--- src/rtl/counter_channel_pkg.sv ---
// Shared constants for the counter channel host interface
package counter_channel_pkg;
  // ********************************************************************
  // Register byte offsets
  // ********************************************************************
  localparam logic [7:0] OFS_CTRL      = 8'h00; // Host control bits, write is an exchange
  localparam logic [7:0] OFS_CONFIG    = 8'h04; // Channel configuration
  localparam logic [7:0] OFS_REQ       = 8'h08; // Update request flags, write 1 to set
  localparam logic [7:0] OFS_STATUS    = 8'h0c; // Status and fault code
  localparam logic [7:0] OFS_READING   = 8'h10; // Counter reading snapshot
  localparam logic [7:0] OFS_MEAS      = 8'h14; // Measured value snapshot
  localparam logic [7:0] OFS_LATCHED   = 8'h18; // Latched counter value
  localparam logic [7:0] OFS_PEND_BASE = 8'h1c; // First of nine pending-value holders
  localparam logic [7:0] OFS_ACT_BASE  = 8'h40; // First of seven active values
  localparam logic [7:0] OFS_INTERVAL  = 8'h5c; // Measurement update interval in cycles minus one
  localparam int         NUM_PEND      = 9;
  localparam int         NUM_ACT       = 7;

  // ********************************************************************
  // Field positions
  // ********************************************************************
  localparam int CTRL_LATCH_ARM  = 0;
  localparam int CTRL_PRESET_ARM = 1;
  localparam int CTRL_ALLOW_UP   = 2;
  localparam int CTRL_ALLOW_DOWN = 3;
  localparam int CTRL_EVENT_CLR  = 4;
  localparam int CTRL_FAULT_CLR  = 5;
  localparam int CTRL_W          = 6;

  localparam int CFG_LATCH_INPUT = 0; // Digital input assigned to capture
  localparam int CFG_LATCH_FALL  = 1; // Capture on falling instead of rising edge
  localparam int CFG_PRESET_INPUT= 2; // Digital input assigned to synchronization
  localparam int CFG_PRESET_INDEX= 3; // Synchronize at rising index pulse
  localparam int CFG_RELOAD_START= 4; // Limit reload uses start value
  localparam int CFG_CMP_MEAS    = 5; // compare_on_meas
  localparam int CFG_SINGLE_PULSE= 6; // Single pulse signalling, host sets direction
  localparam int CFG_W           = 7;

  // Request flag positions, also pending-holder indices 0..6
  localparam int REQ_REF0 = 0;
  localparam int REQ_REF1 = 1;
  localparam int REQ_HI   = 2;
  localparam int REQ_LO   = 3;
  localparam int REQ_LOAD = 4;
  localparam int REQ_START= 5;
  localparam int REQ_DIR  = 6;
  localparam int REQ_W    = 7;
  localparam int PEND_REF0_MEAS = 7;
  localparam int PEND_REF1_MEAS = 8;

  localparam int ST_LATCH_VALID = 0;
  localparam int ST_PRESET_DONE = 1;
  localparam int ST_EVT_LSB     = 2; // cmp0, cmp1, zero, high wrap, low wrap
  localparam int EVT_W          = 5;
  localparam int ST_FAULT       = 7;
  localparam int ST_CODE_LSB    = 16;

  // ********************************************************************
  // Reset values and fault codes
  // ********************************************************************
  localparam logic [31:0] RST_HI       = 32'h7fffffff;
  localparam logic [31:0] RST_LO       = 32'h80000000;
  localparam logic [31:0] RST_REF1     = 32'h0000000a;
  localparam logic [31:0] RST_INTERVAL = 32'h0001312d; // Measurement interval default
  localparam logic [31:0] DIR_UP_VAL   = 32'h00000001;
  localparam logic [31:0] DIR_DOWN_VAL = 32'hffffffff;
  localparam logic [7:0]  FLT_NONE     = 8'h00;
  localparam logic [7:0]  FLT_HI_LIMIT = 8'h01;
  localparam logic [7:0]  FLT_LO_LIMIT = 8'h02;
  localparam logic [7:0]  FLT_LOAD     = 8'h03;
  localparam logic [7:0]  FLT_START    = 8'h04;
  localparam logic [7:0]  FLT_DIR      = 8'h05;
endpackage : counter_channel_pkg

--- src/rtl/ctrl_edges.sv ---
// Edge detection of host control bits between two exchanges
`timescale 1ns/1ps
module ctrl_edges #(
  parameter int W = 6
) (
  input  wire logic         hclk,    // Clock
  input  wire logic         hresetn, // Async reset, active low
  input  wire logic         strobe,  // Exchange strobe
  input  wire logic [W-1:0] d,       // Newly exchanged bits
  output logic      [W-1:0] q,       // Value held from last exchange
  output logic      [W-1:0] rise,    // Rising edge at this exchange
  output logic      [W-1:0] fall     // Falling edge at this exchange
);
  // ********************************************************************
  // Per-bit compare against the held value
  // ********************************************************************
  for (genvar i = 0; i < W; i++) begin : g_bit
    logic held_reg;
    logic held_next;
    // Edges exist only at the exchange itself
    always_comb
    begin
      held_next = strobe ? d[i] : held_reg;
      rise[i]   = strobe & d[i] & ~held_reg;
      fall[i]   = strobe & ~d[i] & held_reg;
    end
    always_ff @(posedge hclk or negedge hresetn)
    begin
      if (!hresetn)
        held_reg <= 1'b0;
      else
        held_reg <= held_next;
    end
    assign q[i] = held_reg;
  end
endmodule : ctrl_edges

--- src/rtl/meas_unit.sv ---
// Measurement of pulses per update interval, free of host exchanges
`timescale 1ns/1ps
module meas_unit (
  input  wire logic        hclk,        // Clock
  input  wire logic        hresetn,     // Async reset, active low
  input  wire logic        count_pulse, // One-cycle count strobe
  input  wire logic [31:0] interval,    // Interval length in cycles minus one, 0 = every cycle
  output logic      [31:0] result,      // Last finished measurement
  output logic             updated      // One-cycle pulse at each new result
);
  import counter_channel_pkg::*;
  logic [31:0] tick_reg, tick_next;
  logic [31:0] acc_reg, acc_next;
  logic [31:0] res_reg, res_next;
  logic        upd_reg, upd_next;
  logic [31:0] acc_in;

  // ********************************************************************
  // Interval timer and pulse accumulator
  // ********************************************************************
  // The host never sees a half-built sum: only closed intervals publish
  always_comb
  begin
    acc_in    = acc_reg + {31'h0, count_pulse};
    tick_next = tick_reg + 32'h1;
    acc_next  = acc_in;
    res_next  = res_reg;
    upd_next  = 1'b0;
    if (tick_reg >= interval)
    begin
      tick_next = 32'h0;
      acc_next  = 32'h0;
      res_next  = acc_in;
      upd_next  = 1'b1;
    end
  end
  always_ff @(posedge hclk or negedge hresetn)
  begin
    if (!hresetn)
    begin
      tick_reg <= 32'h0;
      acc_reg  <= 32'h0;
      res_reg  <= 32'h0;
      upd_reg  <= 1'b0;
    end
    else
    begin
      tick_reg <= tick_next;
      acc_reg  <= acc_next;
      res_reg  <= res_next;
      upd_reg  <= upd_next;
    end
  end
  assign result  = res_reg;
  assign updated = upd_reg;
endmodule : meas_unit

--- src/rtl/counter_channel_host_interface.sv ---
// Counter channel with AHB-Lite host exchange, latch, preset and parameter handshake
// Behaviour
// - Every exchange snapshots the current counter reading for the host.
// - Measured value refreshes on its own interval; each exchange shows the latest.
// - Latch counter only with input assigned, arm bit set and configured edge.
// - latch_valid set on capture, cleared on falling edge of latch_arm.
// - Preset needs source configured, arm, direction allowed and input or index edge.
// - preset_done set once a preset has happened.
// - preset_done cleared on falling edge of arm, allow-up or allow-down bit.
// - Channel clears request flag when done; failure raises the fault output.
// - Seven request flags with pending holders exist.
// - New upper limit below reading reloads lower limit or start value.
// - New lower limit above reading reloads upper limit or start value.
// - Compare source clear: counter with count-based references.
// - Compare source set: measured value with measurement references.
// - Rising event_clear_req clears the five event status bits.
// - Fault stays until fault_clear_req; no new fault before acknowledge.
// - Direction change only in single pulse mode; +1 up, -1 down.
`timescale 1ns/1ps
module counter_channel_host_interface (
  input  wire logic        hclk,        // Clock, 125 MHz
  input  wire logic        hresetn,     // Async reset, active low
  input  wire logic        hsel,        // AHB slave select
  input  wire logic [31:0] haddr,       // AHB address
  input  wire logic [1:0]  htrans,      // AHB transfer type
  input  wire logic        hwrite,      // AHB write
  input  wire logic [2:0]  hsize,       // AHB size, word only
  input  wire logic [31:0] hwdata,      // AHB write data
  input  wire logic        hready,      // AHB bus ready
  output logic      [31:0] hrdata,      // AHB read data
  output logic             hreadyout,   // AHB slave ready
  output logic             hresp,       // AHB response, always OKAY
  input  wire logic        count_pulse, // One-cycle count strobe
  input  wire logic        count_dir,   // Direction pin, 1 = up
  input  wire logic        latch_di,    // Digital input for capture
  input  wire logic        preset_di,   // Digital input for synchronization
  input  wire logic        index_in,    // Encoder index signal
  output logic             fault_out    // Fault output level
);
  import counter_channel_pkg::*;

  // ********************************************************************
  // Declarations
  // ********************************************************************
  logic               ph_wr_reg, ph_wr_next, ph_rd_reg, ph_rd_next;
  logic [7:0]         ph_adr_reg, ph_adr_next;
  logic               rdy_reg, rdy_next;
  logic [31:0]        rdata_reg, rdata_next, rd_mux;
  logic [CTRL_W-1:0]  ctrl_q, ctrl_rise, ctrl_fall;
  logic [CFG_W-1:0]   cfg_reg, cfg_next;
  logic [REQ_W-1:0]   req_reg, req_next;
  logic [31:0]        pend_reg [NUM_PEND];
  logic [31:0]        pend_next [NUM_PEND];
  logic [31:0]        act_reg [NUM_ACT];
  logic [31:0]        act_next [NUM_ACT];
  logic [31:0]        interval_reg, interval_next;
  logic               fault_reg, fault_next;
  logic [7:0]         code_reg, code_next;
  logic               dir_up_reg, dir_up_next;
  logic signed [31:0] cnt_reg, cnt_next;
  logic [31:0]        snap_cnt_reg, snap_cnt_next, snap_meas_reg, snap_meas_next;
  logic [31:0]        latched_reg, latched_next;
  logic               latch_valid_reg, latch_valid_next;
  logic               preset_done_reg, preset_done_next;
  logic [EVT_W-1:0]   evt_reg, evt_next, evt_set;
  logic               ldi_reg, pdi_reg, idx_reg;
  logic [31:0]        meas_val;
  logic               exchange, wr_cmt, err, err_pending, cnt_up;
  logic [7:0]         err_code;
  logic signed [31:0] hi_s, lo_s, pv, src, r0, r1;
  logic               reload_hit, latch_edge, preset_edge, preset_fire;
  logic signed [31:0] reload_val;

  // ********************************************************************
  // Sub-blocks
  // ********************************************************************
  assign wr_cmt   = ph_wr_reg;
  assign exchange = wr_cmt && (ph_adr_reg == OFS_CTRL);

  ctrl_edges #(.W(CTRL_W)) u_edges (
    .hclk    (hclk),
    .hresetn (hresetn),
    .strobe  (exchange),
    .d       (hwdata[CTRL_W-1:0]),
    .q       (ctrl_q),
    .rise    (ctrl_rise),
    .fall    (ctrl_fall)
  );

  meas_unit u_meas (
    .hclk        (hclk),
    .hresetn     (hresetn),
    .count_pulse (count_pulse),
    .interval    (interval_reg),
    .result      (meas_val),
    .updated     ()
  );

  // ********************************************************************
  // AHB-Lite slave
  // ********************************************************************
  // Reads take one wait state so a write just ahead is already visible
  always_comb
  begin
    rd_mux = 32'h0;
    case (ph_adr_reg)
      OFS_CTRL:     rd_mux = {26'h0, ctrl_q};
      OFS_CONFIG:   rd_mux = {25'h0, cfg_reg};
      OFS_REQ:      rd_mux = {25'h0, req_reg};
      OFS_STATUS:   rd_mux = {8'h0, code_reg, 8'h0, fault_reg, evt_reg,
                              preset_done_reg, latch_valid_reg};
      OFS_READING:  rd_mux = snap_cnt_reg;
      OFS_MEAS:     rd_mux = snap_meas_reg;
      OFS_LATCHED:  rd_mux = latched_reg;
      OFS_INTERVAL: rd_mux = interval_reg;
      default:
      begin
        for (int i = 0; i < NUM_PEND; i++)
          if (ph_adr_reg == OFS_PEND_BASE + 8'(4 * i))
            rd_mux = pend_reg[i];
        for (int i = 0; i < NUM_ACT; i++)
          if (ph_adr_reg == OFS_ACT_BASE + 8'(4 * i))
            rd_mux = act_reg[i];
      end
    endcase
    ph_wr_next  = 1'b0;
    ph_rd_next  = 1'b0;
    ph_adr_next = ph_adr_reg;
    rdy_next    = 1'b1;
    rdata_next  = rdata_reg;
    if (ph_rd_reg)
      rdata_next = rd_mux;
    if (hsel && htrans[1] && hready)
    begin
      ph_adr_next = (haddr[31:8] == 24'h0) ? {haddr[7:2], 2'b00} : 8'hff;
      ph_wr_next  = hwrite;
      ph_rd_next  = !hwrite;
      rdy_next    = hwrite;
    end
  end
  always_ff @(posedge hclk or negedge hresetn)
  begin
    if (!hresetn)
    begin
      ph_wr_reg  <= 1'b0;
      ph_rd_reg  <= 1'b0;
      ph_adr_reg <= 8'h0;
      rdy_reg    <= 1'b1;
      rdata_reg  <= 32'h0;
    end
    else
    begin
      ph_wr_reg  <= ph_wr_next;
      ph_rd_reg  <= ph_rd_next;
      ph_adr_reg <= ph_adr_next;
      rdy_reg    <= rdy_next;
      rdata_reg  <= rdata_next;
    end
  end
  assign hrdata    = rdata_reg;
  assign hreadyout = rdy_reg;
  assign hresp     = 1'b0;

  // ********************************************************************
  // Parameter handshake, configuration and fault
  // ********************************************************************
  // One request is served per cycle, lowest flag first; failure keeps the old value
  always_comb
  begin
    cfg_next      = cfg_reg;
    req_next      = req_reg;
    interval_next = interval_reg;
    dir_up_next   = dir_up_reg;
    pend_next     = pend_reg;
    act_next      = act_reg;
    err           = 1'b0;
    err_code      = FLT_NONE;
    reload_hit    = 1'b0;
    reload_val    = cnt_reg;
    hi_s          = signed'(act_reg[REQ_HI]);
    lo_s          = signed'(act_reg[REQ_LO]);
    pv            = 32'sh0;
    for (int k = REQ_W - 1; k >= 0; k--)
    begin
      if (req_reg[k] && !err && !reload_hit)
        pv = signed'(pend_reg[k]);
    end
    casez (req_reg)
      7'b??????1:
      begin
        act_next[REQ_REF0] = pend_reg[REQ_REF0];
        act_next[PEND_REF0_MEAS - 2] = pend_reg[PEND_REF0_MEAS];
        req_next[REQ_REF0] = 1'b0;
      end
      7'b?????10:
      begin
        act_next[REQ_REF1] = pend_reg[REQ_REF1];
        act_next[PEND_REF1_MEAS - 2] = pend_reg[PEND_REF1_MEAS];
        req_next[REQ_REF1] = 1'b0;
      end
      7'b????100:
      begin
        req_next[REQ_HI] = 1'b0;
        if (pv < lo_s)
          {err, err_code} = {1'b1, FLT_HI_LIMIT};
        else
        begin
          act_next[REQ_HI] = pend_reg[REQ_HI];
          reload_hit = (pv < cnt_reg);
          reload_val = cfg_reg[CFG_RELOAD_START] ? signed'(act_reg[REQ_START]) : lo_s;
        end
      end
      7'b???1000:
      begin
        req_next[REQ_LO] = 1'b0;
        if (pv > hi_s)
          {err, err_code} = {1'b1, FLT_LO_LIMIT};
        else
        begin
          act_next[REQ_LO] = pend_reg[REQ_LO];
          reload_hit = (pv > cnt_reg);
          reload_val = cfg_reg[CFG_RELOAD_START] ? signed'(act_reg[REQ_START]) : hi_s;
        end
      end
      7'b??10000:
      begin
        req_next[REQ_LOAD] = 1'b0;
        if (pv > hi_s || pv < lo_s)
          {err, err_code} = {1'b1, FLT_LOAD};
        else
          {reload_hit, reload_val} = {1'b1, pv};
      end
      7'b?100000:
      begin
        req_next[REQ_START] = 1'b0;
        if (pv > hi_s || pv < lo_s)
          {err, err_code} = {1'b1, FLT_START};
        else
          act_next[REQ_START] = pend_reg[REQ_START];
      end
      7'b1000000:
      begin
        req_next[REQ_DIR] = 1'b0;
        if (!cfg_reg[CFG_SINGLE_PULSE] ||
            (pend_reg[REQ_DIR] != DIR_UP_VAL && pend_reg[REQ_DIR] != DIR_DOWN_VAL))
          {err, err_code} = {1'b1, FLT_DIR};
        else
          dir_up_next = (pend_reg[REQ_DIR] == DIR_UP_VAL);
      end
      default: ;
    endcase
    // Host writes; a set written in the cycle the channel clears still wins
    if (wr_cmt)
    begin
      if (ph_adr_reg == OFS_CONFIG)
        cfg_next = hwdata[CFG_W-1:0];
      if (ph_adr_reg == OFS_REQ)
        req_next = req_next | hwdata[REQ_W-1:0];
      if (ph_adr_reg == OFS_INTERVAL)
        interval_next = hwdata;
      for (int i = 0; i < NUM_PEND; i++)
        if (ph_adr_reg == OFS_PEND_BASE + 8'(4 * i))
          pend_next[i] = hwdata;
    end
    // A raised fault holds its code; later failures stay unsignalled
    err_pending = err && !fault_reg;
    fault_next  = fault_reg;
    code_next   = code_reg;
    if (ctrl_rise[CTRL_FAULT_CLR] && !err)
      {fault_next, code_next} = {1'b0, FLT_NONE};
    if (err && (!fault_reg || ctrl_rise[CTRL_FAULT_CLR]))
      {fault_next, code_next} = {1'b1, err_code};
  end
  always_ff @(posedge hclk or negedge hresetn)
  begin
    if (!hresetn)
    begin
      cfg_reg      <= '0;
      req_reg      <= '0;
      interval_reg <= RST_INTERVAL;
      dir_up_reg   <= 1'b1;
      fault_reg    <= 1'b0;
      code_reg     <= FLT_NONE;
      for (int i = 0; i < NUM_PEND; i++)
        pend_reg[i] <= 32'h0;
      for (int i = 0; i < NUM_ACT; i++)
        act_reg[i] <= 32'h0;
      act_reg[REQ_REF1]           <= RST_REF1;
      act_reg[PEND_REF1_MEAS - 2] <= RST_REF1;
      act_reg[REQ_HI]             <= RST_HI;
      act_reg[REQ_LO]             <= RST_LO;
    end
    else
    begin
      cfg_reg      <= cfg_next;
      req_reg      <= req_next;
      interval_reg <= interval_next;
      dir_up_reg   <= dir_up_next;
      fault_reg    <= fault_next;
      code_reg     <= code_next;
      pend_reg     <= pend_next;
      act_reg      <= act_next;
    end
  end
  assign fault_out = fault_reg;

  // ********************************************************************
  // Counter, latch, preset, compare and events
  // ********************************************************************
  // Priority: parameter load, then preset, then the count step
  always_comb
  begin
    cnt_up      = cfg_reg[CFG_SINGLE_PULSE] ? dir_up_reg : count_dir;
    latch_edge  = cfg_reg[CFG_LATCH_FALL] ? (ldi_reg && !latch_di) : (!ldi_reg && latch_di);
    preset_edge = (cfg_reg[CFG_PRESET_INPUT] && !pdi_reg && preset_di) ||
                  (cfg_reg[CFG_PRESET_INDEX] && !idx_reg && index_in);
    preset_fire = preset_edge && ctrl_q[CTRL_PRESET_ARM] &&
                  (cnt_up ? ctrl_q[CTRL_ALLOW_UP] : ctrl_q[CTRL_ALLOW_DOWN]);
    evt_set  = '0;
    cnt_next = cnt_reg;
    if (reload_hit)
      cnt_next = reload_val;
    else if (preset_fire)
      cnt_next = signed'(act_reg[REQ_START]);
    else if (count_pulse && cnt_up)
    begin
      cnt_next   = (cnt_reg == hi_s) ? lo_s : cnt_reg + 32'sh1;
      evt_set[3] = (cnt_reg == hi_s);
    end
    else if (count_pulse)
    begin
      cnt_next   = (cnt_reg == lo_s) ? hi_s : cnt_reg - 32'sh1;
      evt_set[4] = (cnt_reg == lo_s);
    end
    evt_set[2] = (cnt_next == 32'sh0) && (cnt_reg != 32'sh0);
    // Only the references of the selected source are looked at
    src = cfg_reg[CFG_CMP_MEAS] ? signed'(meas_val) : cnt_reg;
    r0  = cfg_reg[CFG_CMP_MEAS] ? signed'(act_reg[PEND_REF0_MEAS - 2])
                                : signed'(act_reg[REQ_REF0]);
    r1  = cfg_reg[CFG_CMP_MEAS] ? signed'(act_reg[PEND_REF1_MEAS - 2])
                                : signed'(act_reg[REQ_REF1]);
    evt_set[0] = (src == r0);
    evt_set[1] = (src == r1);
    // Set wins over the acknowledge clear
    evt_next = evt_reg;
    if (ctrl_rise[CTRL_EVENT_CLR])
      evt_next = '0;
    evt_next = evt_next | evt_set;
    latched_next     = latched_reg;
    latch_valid_next = latch_valid_reg;
    if (ctrl_fall[CTRL_LATCH_ARM])
      latch_valid_next = 1'b0;
    if (cfg_reg[CFG_LATCH_INPUT] && ctrl_q[CTRL_LATCH_ARM] && latch_edge)
      {latch_valid_next, latched_next} = {1'b1, cnt_reg};
    preset_done_next = preset_done_reg;
    if (ctrl_fall[CTRL_PRESET_ARM] || ctrl_fall[CTRL_ALLOW_UP] || ctrl_fall[CTRL_ALLOW_DOWN])
      preset_done_next = 1'b0;
    if (preset_fire)
      preset_done_next = 1'b1;
    snap_cnt_next  = exchange ? cnt_reg : snap_cnt_reg;
    snap_meas_next = exchange ? meas_val : snap_meas_reg;
  end
  always_ff @(posedge hclk or negedge hresetn)
  begin
    if (!hresetn)
    begin
      cnt_reg         <= 32'sh0;
      evt_reg         <= '0;
      latched_reg     <= 32'h0;
      latch_valid_reg <= 1'b0;
      preset_done_reg <= 1'b0;
      snap_cnt_reg    <= 32'h0;
      snap_meas_reg   <= 32'h0;
      ldi_reg         <= 1'b0;
      pdi_reg         <= 1'b0;
      idx_reg         <= 1'b0;
    end
    else
    begin
      cnt_reg         <= cnt_next;
      evt_reg         <= evt_next;
      latched_reg     <= latched_next;
      latch_valid_reg <= latch_valid_next;
      preset_done_reg <= preset_done_next;
      snap_cnt_reg    <= snap_cnt_next;
      snap_meas_reg   <= snap_meas_next;
      ldi_reg         <= latch_di;
      pdi_reg         <= preset_di;
      idx_reg         <= index_in;
    end
  end
endmodule : counter_channel_host_interface

--- config.mk ---
export PLATFORM = sky130hd
export DESIGN_NAME = counter_channel_host_interface
export DESIGN_NICKNAME = d
export VERILOG_FILES = /design/src/rtl/counter_channel_pkg.sv /design/src/rtl/ctrl_edges.sv /design/src/rtl/meas_unit.sv /design/src/rtl/counter_channel_host_interface.sv
export SDC_FILE = /design/constraint.sdc
export NUM_CORES = 2
export LEC_CHECK = 0
export ABC_AREA = 0
export BUFFER_PORTS_ARGS = -buffer_cell sky130_fd_sc_hd__clkbuf_2
export CAP_MARGIN = 0
export CORE_AREA = 2 2 292 294
export DETAILED_ROUTE_END_ITERATION = 10
export DIE_AREA = 0 0 294 296
export HOLD_SLACK_MARGIN = 0.15
export PLACE_DENSITY = 0.71
export SYNTH_ARGS = -nofsm -noshare
export SYNTH_HDL_FRONTEND = slang
export SYNTH_SLANG_ARGS = --single-unit
--- constraint.sdc ---
create_clock -name hclk -period 6.2 [get_ports hclk]
set_input_delay 1.24 -clock hclk [delete_from_list [all_inputs] [get_ports hclk]]
set_output_delay 1.24 -clock hclk [all_outputs]
set_load 0.03 [all_outputs]
## Word level (Yosys, flattened, before mapping)

Index checks and enable logic that the tools add are counted.

- Bits of input ports: 79
- Word-level logic and storage cells: 257
- Output and inout bits: 35
- Bits in registers: 819

- Bitwise logic cells: 23
- Reduce and logical (&&, ||, !) cells: 56
- Add/subtract/negate cells: 4
- Magnitude comparators: 5
- Equal/unequal tests: 37
- Multiplexer cells: 87

Operators with widths:

| kind | count |
|---|---|
| two-way mux 32 bit | 40 |
| one-hot mux 32 bit (8 select lines) | 1 |
| == test 32 bit | 4 |
| one-hot mux 32 bit (3 select lines) | 1 |
| == test 8 x 6 -> 1 bit (second input constant) | 8 |
| == test 8 x 7 -> 1 bit (second input constant) | 8 |
| greater-than comparator 32 bit | 2 |
| less-than comparator 32 bit | 2 |
| one-hot mux 32 bit (2 select lines) | 1 |
| adder 32 x 1 -> 32 bit | 1 |
| adder 32 x 1 -> 32 bit (second input constant) | 1 |
| adder 32 x 2 -> 32 bit (second input constant) | 1 |
| == test 32 x 1 -> 1 bit (second input constant) | 1 |
| == test 8 x 5 -> 1 bit (second input constant) | 4 |
| >= comparator 32 bit | 1 |
| zero test 32 bit | 1 |
| inequality test 32 x 1 -> 1 bit (second input constant) | 1 |
| inequality test 32 bit (second input constant) | 1 |
| nonzero test 32 bit | 1 |
| subtractor 32 x 2 -> 32 bit (second input constant) | 1 |
| AND reduction 2 bit | 15 |
| two-way mux 1 bit | 29 |
| zero test 24 bit | 1 |
| two-way mux 8 bit | 3 |
| other kinds (26) | 83 |

## Logic depth before layout (Yosys ltp)

- Word-level depth: 18
- Mapped depth: 27
- Gate-level depth less buffers: 21

## By module

Synthesis repeated with hierarchy kept, for this count alone.

- Cells, all modules: 4853
- Area, all modules: 46681.0 µm²

By module, submodules not included:

| module | instances | cells an instance | area an instance (µm²) | seq. area each (µm²) |
|---|---|---|---|---|
| counter_channel_host_interface | 1 | 4310 | 41162.0 | 17849.6 |
| meas_unit | 1 | 511 | 5099.9 | 2427.3 |
| ctrl_edges | 1 | 32 | 419.2 | 150.1 |

## Worst setup path before layout

OpenSTA, ideal clock, no wires.

- Kind: flip-flop to flip-flop
- From: register req_reg[1]
- To: register evt_reg[2]
- Stages on the path, launching flop included: 22
- Slack: 0.774 ns
- Period minus slack after synthesis: 5.426 ns
- Arrival: 5.359 ns
- Library setup time: 0.067 ns
- Cell sequence: dfrtp_1 > clkbuf_1 > buf_1 > clkbuf_1 > clkbuf_1 > mux2i_1 > o21ai_0 > ha_1 > a21oi_1 > o21ai_0 > a211oi_1 > nor2b_1 > or2_2 > clkbuf_1 > o21ai_2 > and2_1 > buf_2 > a222oi_1 > a211oi_1 > or4bb_1 > nor4b_1 > a32o_1

- Word-level cells in the longest chain between the ends: 10
- Elaborated cells on any way between the ends: 22
- Those cells by class: 4 x order compare; 3 x eq/ne; 11 x mux; 1 x bitwise; 3 x reduce/logical

Ends and longest elaborated chain:

| element | RTL line | text |
|---|---|---|
| from (decl) | counter_channel_host_interface.sv:51 | `logic [REQ_W-1:0] req_reg, req_next;` |
| from (signal assigned) | counter_channel_host_interface.sv:296 | `req_reg <= req_next;` |
| two-way mux 32 bit (2 in series) | counter_channel_host_interface.sv:185 | `if (req_reg[k] && !err && !reload_hit)` |
| greater-than comparator 32 bit / less-than comparator 32 bit (equally long branches) | counter_channel_host_interface.sv:216, counter_channel_host_interface.sv:228, counter_channel_host_interface.sv:204 |  |
| logical OR 1 bit | counter_channel_host_interface.sv:228 | `if (pv > hi_s \|\| pv < lo_s)` |
| two-way mux 32 bit / two-way mux 1 bit (equally long branches) | counter_channel_host_interface.sv:228 |  |
| one-hot mux 32 bit (3 select lines) / one-hot mux 1 bit (3 select lines) (equally long branches) | counter_channel_host_interface.sv:188 | `casez (req_reg)` |
| two-way mux 32 bit * | counter_channel_host_interface.sv:321 | `if (reload_hit)` |
| via cnt_next[21] | counter_channel_host_interface.sv:60 | `logic signed [31:0] cnt_reg, cnt_next;` |
| zero test 32 bit * | counter_channel_host_interface.sv:335 | `evt_set[2] = (cnt_next == 32'sh0) && (cnt_reg != 32'sh0);` |
| logical AND 1 bit * | counter_channel_host_interface.sv:335 |  |
| bitwise OR 5 bit * | counter_channel_host_interface.sv:348 | `evt_next = evt_next \| evt_set;` |
| via evt_next[2] | counter_channel_host_interface.sv:65 | `logic [EVT_W-1:0] evt_reg, evt_next, evt_set;` |
| to (signal assigned) | counter_channel_host_interface.sv:381 | `evt_reg <= evt_next;` |
| to (decl) | counter_channel_host_interface.sv:65 |  |

The timed path passes the listed nets; every way through them passes the cells marked *.
A chain may end at the register's enable or synchronous reset.

## Worst setup path in the final report

- From: register req_reg[6]
- To: register evt_reg[2]

- Word-level cells in the longest chain between the ends: 15
- Elaborated cells on any way between the ends: 24
- Those cells by class: 4 x order compare; 16 x mux; 1 x bitwise; 3 x reduce/logical

Ends and longest elaborated chain:

| element | RTL line |
|---|---|
| two-way mux 32 bit * (7 in series) | counter_channel_host_interface.sv:185 |
| greater-than comparator 32 bit / less-than comparator 32 bit (equally long branches) | counter_channel_host_interface.sv:216, counter_channel_host_interface.sv:228, counter_channel_host_interface.sv:204 |
| logical OR 1 bit | counter_channel_host_interface.sv:228 |
| two-way mux 32 bit / two-way mux 1 bit (equally long branches) | counter_channel_host_interface.sv:228 |
| one-hot mux 32 bit (3 select lines) / one-hot mux 1 bit (3 select lines) (equally long branches) | counter_channel_host_interface.sv:188 |
| two-way mux 32 bit * | counter_channel_host_interface.sv:321 |
| via cnt_next[21] | counter_channel_host_interface.sv:60 |
| zero test 32 bit * | counter_channel_host_interface.sv:335 |
| logical AND 1 bit * | counter_channel_host_interface.sv:335 |
| bitwise OR 5 bit * | counter_channel_host_interface.sv:348 |
| via evt_next[2] | counter_channel_host_interface.sv:65 |

Marked as above.

==> flow_summary.yaml <==
status:
  outcome: "finished clean"
min_path:
  hold_class: "reg -> reg"
  hold_path.startpoint: "snap_cnt_reg[14]"
timing:
  worst_slack_ps: 113
  finalCritPeriodShare_pct: 98.2
  rsz0062_at_grt: "false"
  finClkSkew_ps: 37.1
  fmax_ghz: 0.164
  layout_min_cycle_time_ps: 6090
  final-hold-violation-count: 0
  slew_headroom_pct: 14.4
  tightestPinTransition_ps: 1270
  slew_violations: 0
  setup_violations: 0
  setup-tns-final_ps: 0
  hold_ws_ps: 478
synthesis:
  avgSynthCellArea_um2: 9.73
  synthesis.nets: 4917
  synth_area_leaders: "dfrtp_1 (42%), mux2_2 (10%), nand2_1 (3.7%)"
  synth-edff-count: 0
  syn_inst: 4705
  ys_ff_latch: 813
  ys.flop_type: "dfrtp_1"
  async_flop_share_pct: 100
  yosysUniqueCellTypes: 91
  synth_top_area_cell: "dfrtp_1"
  yosysSeqAreaShare_pct: 44.6
  yosysTopAreaCellShare_pct: 41.9
  syn_area_um2: 45800
  ys_warn_count: 0
clock_network:
  cts_root_buffer: "clkbuf_16"
  holdBufCountCts: 0
  cts_buffers: 89
  htreeDepth: 3
  cts_buffer_depth: 3
  cts_tree: "built"
  clk_pin_slew_ps: 60
  clk_latency_ps: 720
  cts.sinks: 813
worst_setup_path:
  cp-end-kind: "flop"
  critical_path_buf_inv_count: 5
  cp_data_arrival_time_ps: 6720
  crit_path_start: "req_reg[6]"
  max_stage_delay_ps: 880
  cp-endpoint: "evt_reg[2]"
  crit_path_top_delay_cell: "a21oi_1"
  r2r.worst_path.cells: 24
  cp_num_cells: 24
  crit_type: "reg -> reg"
  rrSetupSlack_ps: 110
  path_delay_family: "simple AND/OR/NAND/NOR gates"
  worstPathCellList: "buf_12, nand3b_1, a21oi_1, a21oi_1, o21ai_0, o21ai_0, a21oi_1, ha_1, nand3_1, or2_2, nor4_1, buf_4, o31ai_2, a31o_2, and2_4, or3_1, buf_4, a211oi_1, buf_4, a211oi_1, or4bb_1, nor4b_1, buf_4, a32o_1"
  timing.critical_path.mode_cell: "buf_4"
  reg2reg_to: "evt_reg[2]"
  reg2reg_from: "req_reg[6]"
  cp.required_ps: 6840
  crit_fanout: 16
  worst_setup_path_start_kind: "flop"
die:
  start_util_pct: 54.4
  row_count: 107
  die_x_um: 294
  core_um2: 84200
  die_h_um: 296
  io_pins: 114
  die_area_um2: 87000
cells_and_area:
  final_util_pct: 61.9
  multiInputGateArea_um2: 23400
  fin_area_um2: 52200
  layout_commonest_cell: "dfrtp_1"
  layout-drive-gt1-share_pct: 21.9
  area_delta_synth_final_pct: 13.9
  fin_cells: 6036
  largest_reg_flops: 288
  nets: 5073
  seq_area_um2: 20400
  fillers: 7054
  final_cell_mix: "dfrtp_1 (761), nand2_1 (449), mux2_2 (414)"
place:
  place_area_um2: 49000
  portBuffers: 106
  placedCellCount: 5858
  gp_congestion: 1.09
  hpwl_um: 168000
  place_ws_ps: 127
global_routing:
  grt_max_degree: 159
  grt_pass1_wl_um: 305000
  antenna_found_initial: 13
  grt-ovfl-total: 0
  first_global_vias: 39700
  grt.total_usage_pct: 50.3
drt:
  firstDrtPassIters: 6
  routed_via_density: 7.03
  drt_iter0_drc: 6779
  routed_wl_um: 221000
  routedWlPerCell_um: 36.6
  vias: 42500
  drc: 0
  ant_nets: 0
pwr:
  power.leakage_nw: 23.0
  power.density_nw_per_um2: 260
  power_mw: 13.6
  vdd_ir_drop_max_mv: 0.274
job:
  drv_cap: 0
-- synthesized netlist by cell type, types with 37 or more instances --
cell type    n
a21oi_1    267
a221oi_1    81
a22o_1      39
a22oi_1    137
a31oi_1     37
and3_1      44
buf_1       60
clkbuf_1   260
dfrtp_1    767
dfstp_2     46
ha_1       133
inv_1      211
mux2_2     414
mux2i_1     77
nand2_1    453
nand3_1     97
nand4_1     91
nor2_1     308
nor3_1      47
nor4_1      53
o21ai_0    335
xnor2_1    187
xor2_1      99
-- repair_timing --
action	in CTS	in global routing
gates resized for setup	0	9
setup buffers	0	2
endpoints found under the setup margin	0	1
-- worst min-delay path by stage --
stage | end | slack [ps] | cells past startpoint
floorplan | evt_reg[0] | 440 | 2
global placement | snap_cnt_reg[1] | 460 | 2
detailed placement | snap_cnt_reg[7] | 470 | 2
global route | snap_cnt_reg[1] | 500 | 2
CTS | snap_cnt_reg[14] | 480 | 2
finish | snap_cnt_reg[14] | 480 | 2
-- cells by family (layout without fill, tap and decap cells) --
logic type / Yosys count / in the layout / synth area share, %
flops: 813 / 813 / 44.6
compound gates: 1210 / 1210 / 17.4
buf+inv: 551 / 783 / 4.58
mux: 492 / 492 / 11.9
simple gates: 1219 / 1219 / 12.4
fa+ha+maj: 133 / 133 / 3.64
other cells: 1 / 10 / 0.00819
xor+xnor: 286 / 286 / 5.47
-- routing by layer --
| metal | track usage (%) | wire length [µm] |
|---|---|---|
| met3 | 17.9 | 30000 |
| met2 | 70.3 | 89200 |
| met1 | 66.1 | 84600 |
| met4 | 32.1 | 17000 |
| met5 | 0 | 94 |
-- tightest hold or removal path, cell delays in order (launching register included) --
cell and delay (ps):
dfrtp_1 340, nand2_1 40, o21ai_0 60
-- area by class of cell --
cell class | instances | area share [%]
Multi-Input combinational cell | 3341 | 44.9
Sequential cell | 813 | 39.1
Timing Repair Buffer | 402 | 5.73
Clock buffer | 128 | 4.92
Tap cell | 1090 | 2.62
Inverter | 214 | 1.55
Clock inverter | 39 | 1.06
Antenna cell | 9 | 0.0432
-- report_power, final --
part           internal, mW  switching, mW  leakage (nW)
clock                  3.32           2.40          1.52
sequential             5.61          0.408          9.92
combinational         0.617           1.22          11.6
total                  9.55           4.02          23.0
No activity file was read; power rests on OpenSTA's default activity.
